$ cat src/field_bank_pkg.sv
// Purpose: shared types, field attributes and sizing for the field access bank
// Assumes: one access per cycle, software serialises cores on shared registers
// Notes: attribute masks are per bit; a set bit gives that bit the named behaviour
//
// Functional notes
// - write-1-to-clear bits clear where a one is written, zeros leave them.
// - write-1-only bits set where a one is written, zeros are ignored.
// - read-as-zero bits read zero; writes dropped unless also write-only or write-1-only.
// - writing a one into a must-be-zero bit raises a protection fault.
// - write-only bits accept writes; their read value is free, here zero.
// - read-only bits return their value and ignore software writes.
// - system reset loads each register with its reset value; warm reset spares cold-reset bits.
// - bits with unknown reset value may come out of any reset arbitrary.
// - cold-reset bits survive warm reset; only power-good low initialises them.
// - fixed-value bits are read-only and always return their constant.
// - reset-applied bits steer hardware only after the next warm reset.
// - fault-on-read or fault-on-write registers fault on each such access.
// - per-core registers keep a copy per core, accessed by the requester.
// - per-compute-unit registers keep a copy per unit, shared by its cores.
// - hardware-updated bits may be changed by hardware beside software writes.
// - uniform check applies if writable, same-for-all, not both not-same and hw-updated.

package field_bank_pkg;

	localparam int unsigned DATA_W           = 32;
	localparam int unsigned NUM_REGS         = 5;
	localparam int unsigned CORE_W           = 4;
	localparam int unsigned IDX_W            = 4;
	localparam int unsigned DEF_CORES        = 4;
	localparam int unsigned DEF_CORES_PER_CU = 2;

	localparam logic [IDX_W-1:0] IDX_CTRL   = 4'h0;
	localparam logic [IDX_W-1:0] IDX_STATUS = 4'h1;
	localparam logic [IDX_W-1:0] IDX_UNIT   = 4'h2;
	localparam logic [IDX_W-1:0] IDX_IDENT  = 4'h3;
	localparam logic [IDX_W-1:0] IDX_CMD    = 4'h4;

	typedef logic [DATA_W-1:0] word_t;

	typedef enum logic [1:0] {SCOPE_SHARED, SCOPE_PER_CORE, SCOPE_PER_CU} scope_e;

	typedef enum logic [2:0] {FAULT_NONE, FAULT_MBZ, FAULT_GP_WRITE, FAULT_GP_READ, FAULT_UNMAPPED,
		FAULT_BAD_CORE} fault_e;

	typedef struct packed {
		logic                valid;
		logic                write;
		logic [CORE_W-1:0]   core;
		logic [IDX_W-1:0]    index;
		word_t               wdata;
	} req_s;

	typedef struct packed {
		logic   valid;
		logic   gp_fault;
		fault_e cause;
		word_t  rdata;
	} rsp_s;

	typedef struct packed {
		word_t set;
		word_t clr;
	} hw_evt_s;

	typedef struct packed {
		scope_e scope;
		logic   same_for_all;
		logic   not_same_for_all;
		word_t  rw;
		word_t  wo;
		word_t  w1c;
		word_t  w1s;
		word_t  raz;
		word_t  mbz;
		word_t  hwu;
		word_t  cold;
		word_t  xrst;
		word_t  rstap;
		word_t  fixed;
		word_t  fixval;
		word_t  gp_rd;
		word_t  gp_wr;
		word_t  rst;
	} reg_attr_s;

	// reset-applied bits are also cold so the pending value survives the warm reset that applies it
	localparam reg_attr_s REG_ATTR [NUM_REGS] = '{
		'{scope: SCOPE_SHARED, same_for_all: 1'b1, not_same_for_all: 1'b0,
			rw: 32'h00000FFF, wo: 32'h0, w1c: 32'h0, w1s: 32'h0, raz: 32'h0, mbz: 32'hFF000000,
			hwu: 32'h0, cold: 32'h00000F00, xrst: 32'h0, rstap: 32'h00000F00, fixed: 32'h0,
			fixval: 32'h0, gp_rd: 32'h0, gp_wr: 32'h0, rst: 32'h00000005},
		'{scope: SCOPE_PER_CORE, same_for_all: 1'b0, not_same_for_all: 1'b1,
			rw: 32'h0, wo: 32'h0F000000, w1c: 32'h000000FF, w1s: 32'h0000FF00, raz: 32'h0F000000,
			mbz: 32'h0, hwu: 32'h00FF00FF, cold: 32'h0, xrst: 32'h0, rstap: 32'h0, fixed: 32'h0,
			fixval: 32'h0, gp_rd: 32'h0, gp_wr: 32'h0, rst: 32'h0},
		'{scope: SCOPE_PER_CU, same_for_all: 1'b1, not_same_for_all: 1'b0,
			rw: 32'h00FFFFFF, wo: 32'h0, w1c: 32'h0, w1s: 32'h0, raz: 32'h0, mbz: 32'h0,
			hwu: 32'h0, cold: 32'h0000FF00, xrst: 32'h00FF0000, rstap: 32'h0, fixed: 32'h0,
			fixval: 32'h0, gp_rd: 32'h0, gp_wr: 32'h0, rst: 32'h00000011},
		// fixed value is arbitrary
		'{scope: SCOPE_SHARED, same_for_all: 1'b0, not_same_for_all: 1'b0,
			rw: 32'h0, wo: 32'h0, w1c: 32'h0, w1s: 32'h0, raz: 32'h0, mbz: 32'h0,
			hwu: 32'h0, cold: 32'h0, xrst: 32'h0, rstap: 32'h0, fixed: 32'h0000FFFF,
			fixval: 32'h00005A3C, gp_rd: 32'h0, gp_wr: 32'hFFFFFFFF, rst: 32'h0},
		'{scope: SCOPE_PER_CORE, same_for_all: 1'b0, not_same_for_all: 1'b0,
			rw: 32'h0, wo: 32'hFFFFFFFF, w1c: 32'h0, w1s: 32'h0, raz: 32'h0, mbz: 32'h0,
			hwu: 32'h0, cold: 32'h0, xrst: 32'h0, rstap: 32'h0, fixed: 32'h0,
			fixval: 32'h0, gp_rd: 32'hFFFFFFFF, gp_wr: 32'h0, rst: 32'h0}
	};

	function automatic int unsigned inst_count(input scope_e s, input int unsigned nc, input int unsigned cpc);
		int unsigned n;
		n = 1;
		if (s == SCOPE_PER_CORE)
			n = nc;
		else if (s == SCOPE_PER_CU)
			n = (nc + cpc - 1) / cpc;
		return n;
	endfunction

	function automatic int unsigned inst_base(input int unsigned r, input int unsigned nc, input int unsigned cpc);
		int unsigned b;
		b = 0;
		for (int unsigned i = 0; i < r; i++)
			b = b + inst_count(REG_ATTR[i].scope, nc, cpc);
		return b;
	endfunction

endpackage

$ cat src/field_cell.sv
// Purpose: one register instance applying per-bit access semantics
// Assumes: attribute masks come from the package table
// Notes: o_value is what software sees stored, o_effective what hardware obeys

`timescale 1ns/10ps
`default_nettype none

module field_cell #(
	parameter field_bank_pkg::reg_attr_s ATTR = field_bank_pkg::REG_ATTR[0]
) (
	input  wire logic                    i_ref_clk,
	input  wire logic                    i_rstn,
	input  wire logic                    i_power_good,
	input  wire logic                    i_wr_en,
	input  wire field_bank_pkg::word_t   i_wdata,
	input  wire field_bank_pkg::hw_evt_s i_hw,
	output field_bank_pkg::word_t        o_value,
	output field_bank_pkg::word_t        o_effective
);

	localparam field_bank_pkg::word_t WR_MASK   = ATTR.rw | ATTR.wo;
	localparam field_bank_pkg::word_t KEEP_WARM = ATTR.cold | ATTR.xrst;

	field_bank_pkg::word_t stored_q;
	field_bank_pkg::word_t stored_d;
	field_bank_pkg::word_t applied_q;

	////////////////////////////////////////////////////////////////////////////////

	always_comb
	begin
		stored_d = stored_q;
		if (i_wr_en)
		begin
			stored_d = (stored_d & ~WR_MASK) | (i_wdata & WR_MASK);
			stored_d = stored_d & ~(i_wdata & ATTR.w1c);
			stored_d = stored_d | (i_wdata & ATTR.w1s);
		end
		// hardware set lands after the software clear so a same-cycle event survives
		stored_d = (stored_d & ~(i_hw.clr & ATTR.hwu)) | (i_hw.set & ATTR.hwu);
		stored_d = stored_d & ~ATTR.fixed;
	end

	always_ff @(posedge i_ref_clk)
	begin
		if (!i_power_good)
			stored_q <= (stored_q & ATTR.xrst) | (ATTR.rst & ~ATTR.xrst);
		else if (!i_rstn)
			stored_q <= (stored_q & KEEP_WARM) | (ATTR.rst & ~KEEP_WARM);
		else
			stored_q <= stored_d;
	end

	always_ff @(posedge i_ref_clk)
	begin
		if (!i_power_good)
			applied_q <= ATTR.rst & ATTR.rstap;
		else if (!i_rstn)
			applied_q <= stored_q & ATTR.rstap;
	end

	////////////////////////////////////////////////////////////////////////////////

	assign o_value     = (stored_q & ~ATTR.fixed) | (ATTR.fixval & ATTR.fixed);
	assign o_effective = (o_value & ~ATTR.rstap) | applied_q;

endmodule

`default_nettype wire

$ cat src/field_access_bank.sv
// Purpose: register bank whose bits follow per-field access semantics
// Assumes: one request per cycle; cores serialise shared registers among themselves
// Notes: answer comes one cycle after the request; faults block the write

`timescale 1ns/10ps
`default_nettype none

module field_access_bank #(
	parameter  int unsigned NUM_CORES    = field_bank_pkg::DEF_CORES,
	parameter  int unsigned CORES_PER_CU = field_bank_pkg::DEF_CORES_PER_CU,
	localparam int unsigned TOTAL        = field_bank_pkg::inst_base(field_bank_pkg::NUM_REGS,
		NUM_CORES, CORES_PER_CU)
) (
	input  wire logic                    i_ref_clk,
	input  wire logic                    i_rstn,
	input  wire logic                    i_power_good,
	input  wire field_bank_pkg::req_s    i_req,
	input  wire field_bank_pkg::hw_evt_s i_hw_evt [TOTAL],
	output field_bank_pkg::rsp_s         o_rsp,
	output field_bank_pkg::word_t        o_hw_view [TOTAL],
	output logic [field_bank_pkg::NUM_REGS-1:0] o_uniform_mismatch
);

	localparam int unsigned NREG = field_bank_pkg::NUM_REGS;

	field_bank_pkg::word_t cell_value [TOTAL];
	field_bank_pkg::word_t cell_eff   [TOTAL];
	logic [TOTAL-1:0]      cell_wr;

	logic                  req_take;
	logic                  idx_mapped;
	logic                  core_ok;
	int unsigned           sel_inst;
	field_bank_pkg::reg_attr_s sel_attr;
	field_bank_pkg::fault_e    fault_d;
	field_bank_pkg::word_t     rdata_d;
	logic                  write_ok;

	field_bank_pkg::rsp_s  rsp_q;
	logic [NREG-1:0]       mismatch_q;
	logic [NREG-1:0]       mismatch_d;

	////////////////////////////////////////////////////////////////////////////////
	// request decode

	function automatic int unsigned local_inst(input field_bank_pkg::scope_e s, input int unsigned core);
		int unsigned k;
		k = 0;
		case (s)
			field_bank_pkg::SCOPE_PER_CORE: k = core;
			field_bank_pkg::SCOPE_PER_CU:   k = core / CORES_PER_CU;
			default:                        k = 0;
		endcase
		return k;
	endfunction

	assign req_take   = i_req.valid && i_rstn && i_power_good;
	assign idx_mapped = 32'(i_req.index) < NREG;
	assign core_ok    = 32'(i_req.core) < NUM_CORES;

	always_comb
	begin
		sel_attr = field_bank_pkg::REG_ATTR[0];
		sel_inst = 0;
		for (int unsigned r = 0; r < NREG; r++)
		begin
			if (32'(i_req.index) == r)
			begin
				sel_attr = field_bank_pkg::REG_ATTR[r];
				sel_inst = field_bank_pkg::inst_base(r, NUM_CORES, CORES_PER_CU)
					+ local_inst(field_bank_pkg::REG_ATTR[r].scope, 32'(i_req.core));
			end
		end
	end

	////////////////////////////////////////////////////////////////////////////////
	// fault check, priority: unmapped, bad core, tagged access, must-be-zero

	always_comb
	begin
		fault_d = field_bank_pkg::FAULT_NONE;
		if (!idx_mapped)
			fault_d = field_bank_pkg::FAULT_UNMAPPED;
		else if (!core_ok)
			fault_d = field_bank_pkg::FAULT_BAD_CORE;
		else if (i_req.write && (sel_attr.gp_wr != '0))
			fault_d = field_bank_pkg::FAULT_GP_WRITE;
		else if (!i_req.write && (sel_attr.gp_rd != '0))
			fault_d = field_bank_pkg::FAULT_GP_READ;
		else if (i_req.write && ((i_req.wdata & sel_attr.mbz) != '0))
			fault_d = field_bank_pkg::FAULT_MBZ;
	end

	// a faulting write changes nothing, as the trapped instruction never retires
	assign write_ok = req_take && i_req.write && (fault_d == field_bank_pkg::FAULT_NONE);

	////////////////////////////////////////////////////////////////////////////////
	// read data

	always_comb
	begin
		rdata_d = '0;
		if (idx_mapped && core_ok && (sel_inst < TOTAL))
			rdata_d = cell_value[sel_inst] & ~sel_attr.raz & ~sel_attr.wo;
	end

	always_ff @(posedge i_ref_clk)
	begin
		if (!i_rstn || !i_power_good)
			rsp_q <= '0;
		else
		begin
			rsp_q.valid    <= req_take;
			rsp_q.gp_fault <= req_take && (fault_d != field_bank_pkg::FAULT_NONE);
			rsp_q.cause    <= req_take ? fault_d : field_bank_pkg::FAULT_NONE;
			if (req_take && !i_req.write && (fault_d == field_bank_pkg::FAULT_NONE))
				rsp_q.rdata <= rdata_d;
			else
				rsp_q.rdata <= '0;
		end
	end

	assign o_rsp = rsp_q;

	////////////////////////////////////////////////////////////////////////////////
	// storage, one cell per register instance

	for (genvar r = 0; r < NREG; r++)
	begin : g_reg
		localparam int unsigned BASE = field_bank_pkg::inst_base(r, NUM_CORES, CORES_PER_CU);
		localparam int unsigned CNT  = field_bank_pkg::inst_count(field_bank_pkg::REG_ATTR[r].scope,
			NUM_CORES, CORES_PER_CU);
		localparam field_bank_pkg::reg_attr_s A = field_bank_pkg::REG_ATTR[r];
		localparam logic CHECK_ON = ((A.rw | A.wo | A.w1c | A.w1s) != '0) && A.same_for_all
			&& !(A.not_same_for_all && (A.hwu != '0));

		logic [CNT-1:0] differs;

		for (genvar k = 0; k < CNT; k++)
		begin : g_inst
			assign cell_wr[BASE+k] = write_ok && (sel_inst == BASE + k);

			field_cell #(
				.ATTR (A)
			) u_cell (
				.i_ref_clk    (i_ref_clk),
				.i_rstn       (i_rstn),
				.i_power_good (i_power_good),
				.i_wr_en      (cell_wr[BASE+k]),
				.i_wdata      (i_req.wdata),
				.i_hw         (i_hw_evt[BASE+k]),
				.o_value      (cell_value[BASE+k]),
				.o_effective  (cell_eff[BASE+k])
			);

			assign o_hw_view[BASE+k] = cell_eff[BASE+k];

			// unknown-reset bits are left out so a fresh power-up is not flagged
			assign differs[k] = ((cell_value[BASE+k] ^ cell_value[BASE]) & ~A.xrst) != '0;
		end

		assign mismatch_d[r] = CHECK_ON && (|differs);
	end

	////////////////////////////////////////////////////////////////////////////////
	// uniformity monitor

	always_ff @(posedge i_ref_clk)
	begin
		if (!i_rstn || !i_power_good)
			mismatch_q <= '0;
		else
			mismatch_q <= mismatch_d;
	end

	assign o_uniform_mismatch = mismatch_q;

endmodule

`default_nettype wire

$ cat config.mk
export PLATFORM = sky130hd
export DESIGN_NAME = field_access_bank
export DESIGN_NICKNAME = d
export VERILOG_FILES = /design/src/field_bank_pkg.sv /design/src/field_cell.sv /design/src/field_access_bank.sv
export SDC_FILE = /design/constraint.sdc
export NUM_CORES = 1
export LEC_CHECK = 0
export BUFFER_PORTS_ARGS = -buffer_cell sky130_fd_sc_hd__buf_2
export CAP_MARGIN = 25
export CORE_AREA = 2 2 476 478
export DETAILED_ROUTE_END_ITERATION = 8
export DIE_AREA = 0 0 478 480
export PLACE_DENSITY = 0.3
export RECOVER_POWER = 100
export SYNTH_ARGS = -nofsm -noshare
export SYNTH_HDL_FRONTEND = slang
export SYNTH_HIERARCHICAL = 1
export SYNTH_SLANG_ARGS = --single-unit
$ cat constraint.sdc
create_clock -name i_ref_clk -period 10.2 [get_ports i_ref_clk]
set_input_delay 2.04 -clock i_ref_clk [delete_from_list [all_inputs] [get_ports i_ref_clk]]
set_output_delay 2.04 -clock i_ref_clk [all_outputs]
set_load 0.02 [all_outputs]
==> flow_metrics.tcl <==
set metrics [dict create \
    finClkSkew_ps 53.10 \
    power-per-cell-area_nw_per_um2 157.2 \
    top_layer "met5" \
    met1_length_um 59150 \
    hpwlAfterDp_um 99910 \
    totalPowerFinal_w 0.003710 \
    ir_worst_vdd_v 0.0001101 \
    cts-resized-gates 0 \
    ant_nets 0 \
    final_util 0.1053 \
    die_h_um 480 \
    cts_tree "built" \
    slew_headroom -0.7184 \
    start_kind "primary input" \
    cp.required_ps 10680 \
    tightest_slew_ps 2571 \
    fillers 26080 \
    rows 174 \
    vias_per_cell 2.802 \
    wl_um 127700 \
    core_area_um2 224000 \
    grt_usage 0.1080 \
    pin_count 1239 \
    violations "max-capacitance violations, max-slew violations" \
    status "finished, violations left" \
    synth_cells 2002 \
    gp_congestion 0.7613 \
    postCtsHoldBufs 0 \
    start_util 0.08529 \
    cap_viol_max_count 7 \
    met3_length_um 13720 \
    syn_avg_cell_area_um2 9.544 \
    antenna_found_initial 26 \
    worstSetupEndpointType "flop" \
    min_period_ps 7682 \
    post-route-period-util 0.7532 \
    crit_chain "buf_2 > clkbuf_1 > nand3_1 > nor4b_1 > nand2_1 > nor3_1 > nand2_1 > nor2_2 > buf_4 > and2_0 > o21ai_2" \
    root_buffer "clkbuf_16" \
    htreeDepth 2 \
    setup_viol 0 \
    fin_area_um2 23600 \
    whs_ps 489.9 \
    clk_pin_slew_ps 60 \
    vias 14740 \
    crit_path_max_incr_delay_ps 1780 \
    grt_pass1_wl_um 161300 \
    clk_latency_ps 690 \
    place_area_um2 22250 \
    ctsLongestPathBuffers 3 \
    rsz0062_at_grt "no" \
    route.met2.wl_um 52860 \
    drt-initial-drc-count 710 \
    syn-cell-area_um2 19110 \
    finalSetupTns_ps 0 \
    worstHoldPathType "flop to flop" \
    die_area_um2 229400 \
    post_drt_wl_per_cell_um 24.28 \
    io_buffers 510 \
    grt_max_degree 40 \
    cts_setup_buffers 0 \
    cp_slowest_cell "clkbuf_1" \
    nets 3033 \
    cpMostUsedCell "nand2_1" \
    crit_type "primary input to flop" \
    fmax_mhz 130.2 \
    critical_path_arrival_ps 8160 \
    drc_errors 0 \
    fp.dieW_um 478 \
    cts_made_buffers 52 \
    leakage_nw 7.726 \
    hold_viol 0 \
    firstDrtPassIters 5 \
    grt_pass1_vias 14510 \
    overflow 0 \
    clock-sinks 342 \
    yosysWarnings 6 \
    syn2layout_area_growth_pct 23.50 \
    cp_max_fo 39 \
    drive_gt1_frac 0.1856 \
    maxSlewViolCount 171 \
]
## metal layers
metal | vias up | track usage
met2 | 596 | 0.1576
met3 | 96 | 0.04998
met4 | 12 | 0.01806
met5 | - | 0
met1 | 7306 | 0.1456
li1 | 6732 | -
## worst max-delay path: cells and delay by family
| family | cells | cell delay (ps) |
|---|---|---|
| buffers and inverters | 3 | 2230 |
| AOI/OAI and AO/OA | 1 | 110 |
| and+or+nand+nor | 7 | 3710 |
## report_power, final
group	internal (W)	total, W	leakage [nW]	switching [W]
sequential	0.00136	0.00138	2.78	0.0000195
combinational	0.0000960	0.000360	4.08	0.000264
clock	0.00118	0.00197	0.868	0.000790
## path summary, 6_finish.rpt
| check | startpoint | end | slack (ps) | depth (start not counted) |
|---|---|---|---|---|
| worst max-delay path | i_power_good | g_reg[2].g_inst[1].u_cell/o_value[8] | 2520 | 11 |
| worst min-delay path | g_reg[0].g_inst[0].u_cell/o_value[10] | g_reg[0].g_inst[0].u_cell/o_value[10] | 490 | 2 |
| worst max register to register | g_reg[2].g_inst[1].u_cell/o_value[14] | o_rsp[14] | 8050 | 4 |
| worst min register to register | g_reg[0].g_inst[0].u_cell/o_value[10] | g_reg[0].g_inst[0].u_cell/o_value[10] | 490 | 2 |
## cells in the final DEF (no fill, tap or decap), types with 31 or more instances in the layout
master,n
clkbuf_1,369
dfxtp_1,326
nor2_1,289
mux2i_1,207
conb_1,172
buf_2,164
nand2_1,79
a21oi_1,79
inv_1,68
mux4_2,54
clkbuf_16,52
buf_4,40
a31oi_1,39
mux2_2,31
## registers in the layout, summed over array words and instances, names as in the netlist
| signal | count |
|---|---|
| o_rsp | 37 |
| g.g_inst.u_cell/o_value | 300 |
| g.g_inst.u_cell/applied_q | 4 |
| o_uniform_mismatch | 1 |
## layout make-up
cell class	count	area (um^2)	area share
diodes	11	27.53	0.001167
clock buffers	75	1468	0.06220
clock inverters	19	346.6	0.01469
inverters	68	255.2	0.01082
multi-input cells	1195	8294	0.3515
flip-flops and latches	342	7007	0.2969
well taps	2992	3744	0.1587
repair buffers	559	2455	0.1040
## stage by stage
step,setup slack [ps],cells
after global routing,2091,5252
final,2518,5261
after floorplan,5341,2164
after CTS,4370,5250
after detailed placement,3631,5156
after global placement,3642,5156
Note: power is estimated with default switching activity, not from simulation.
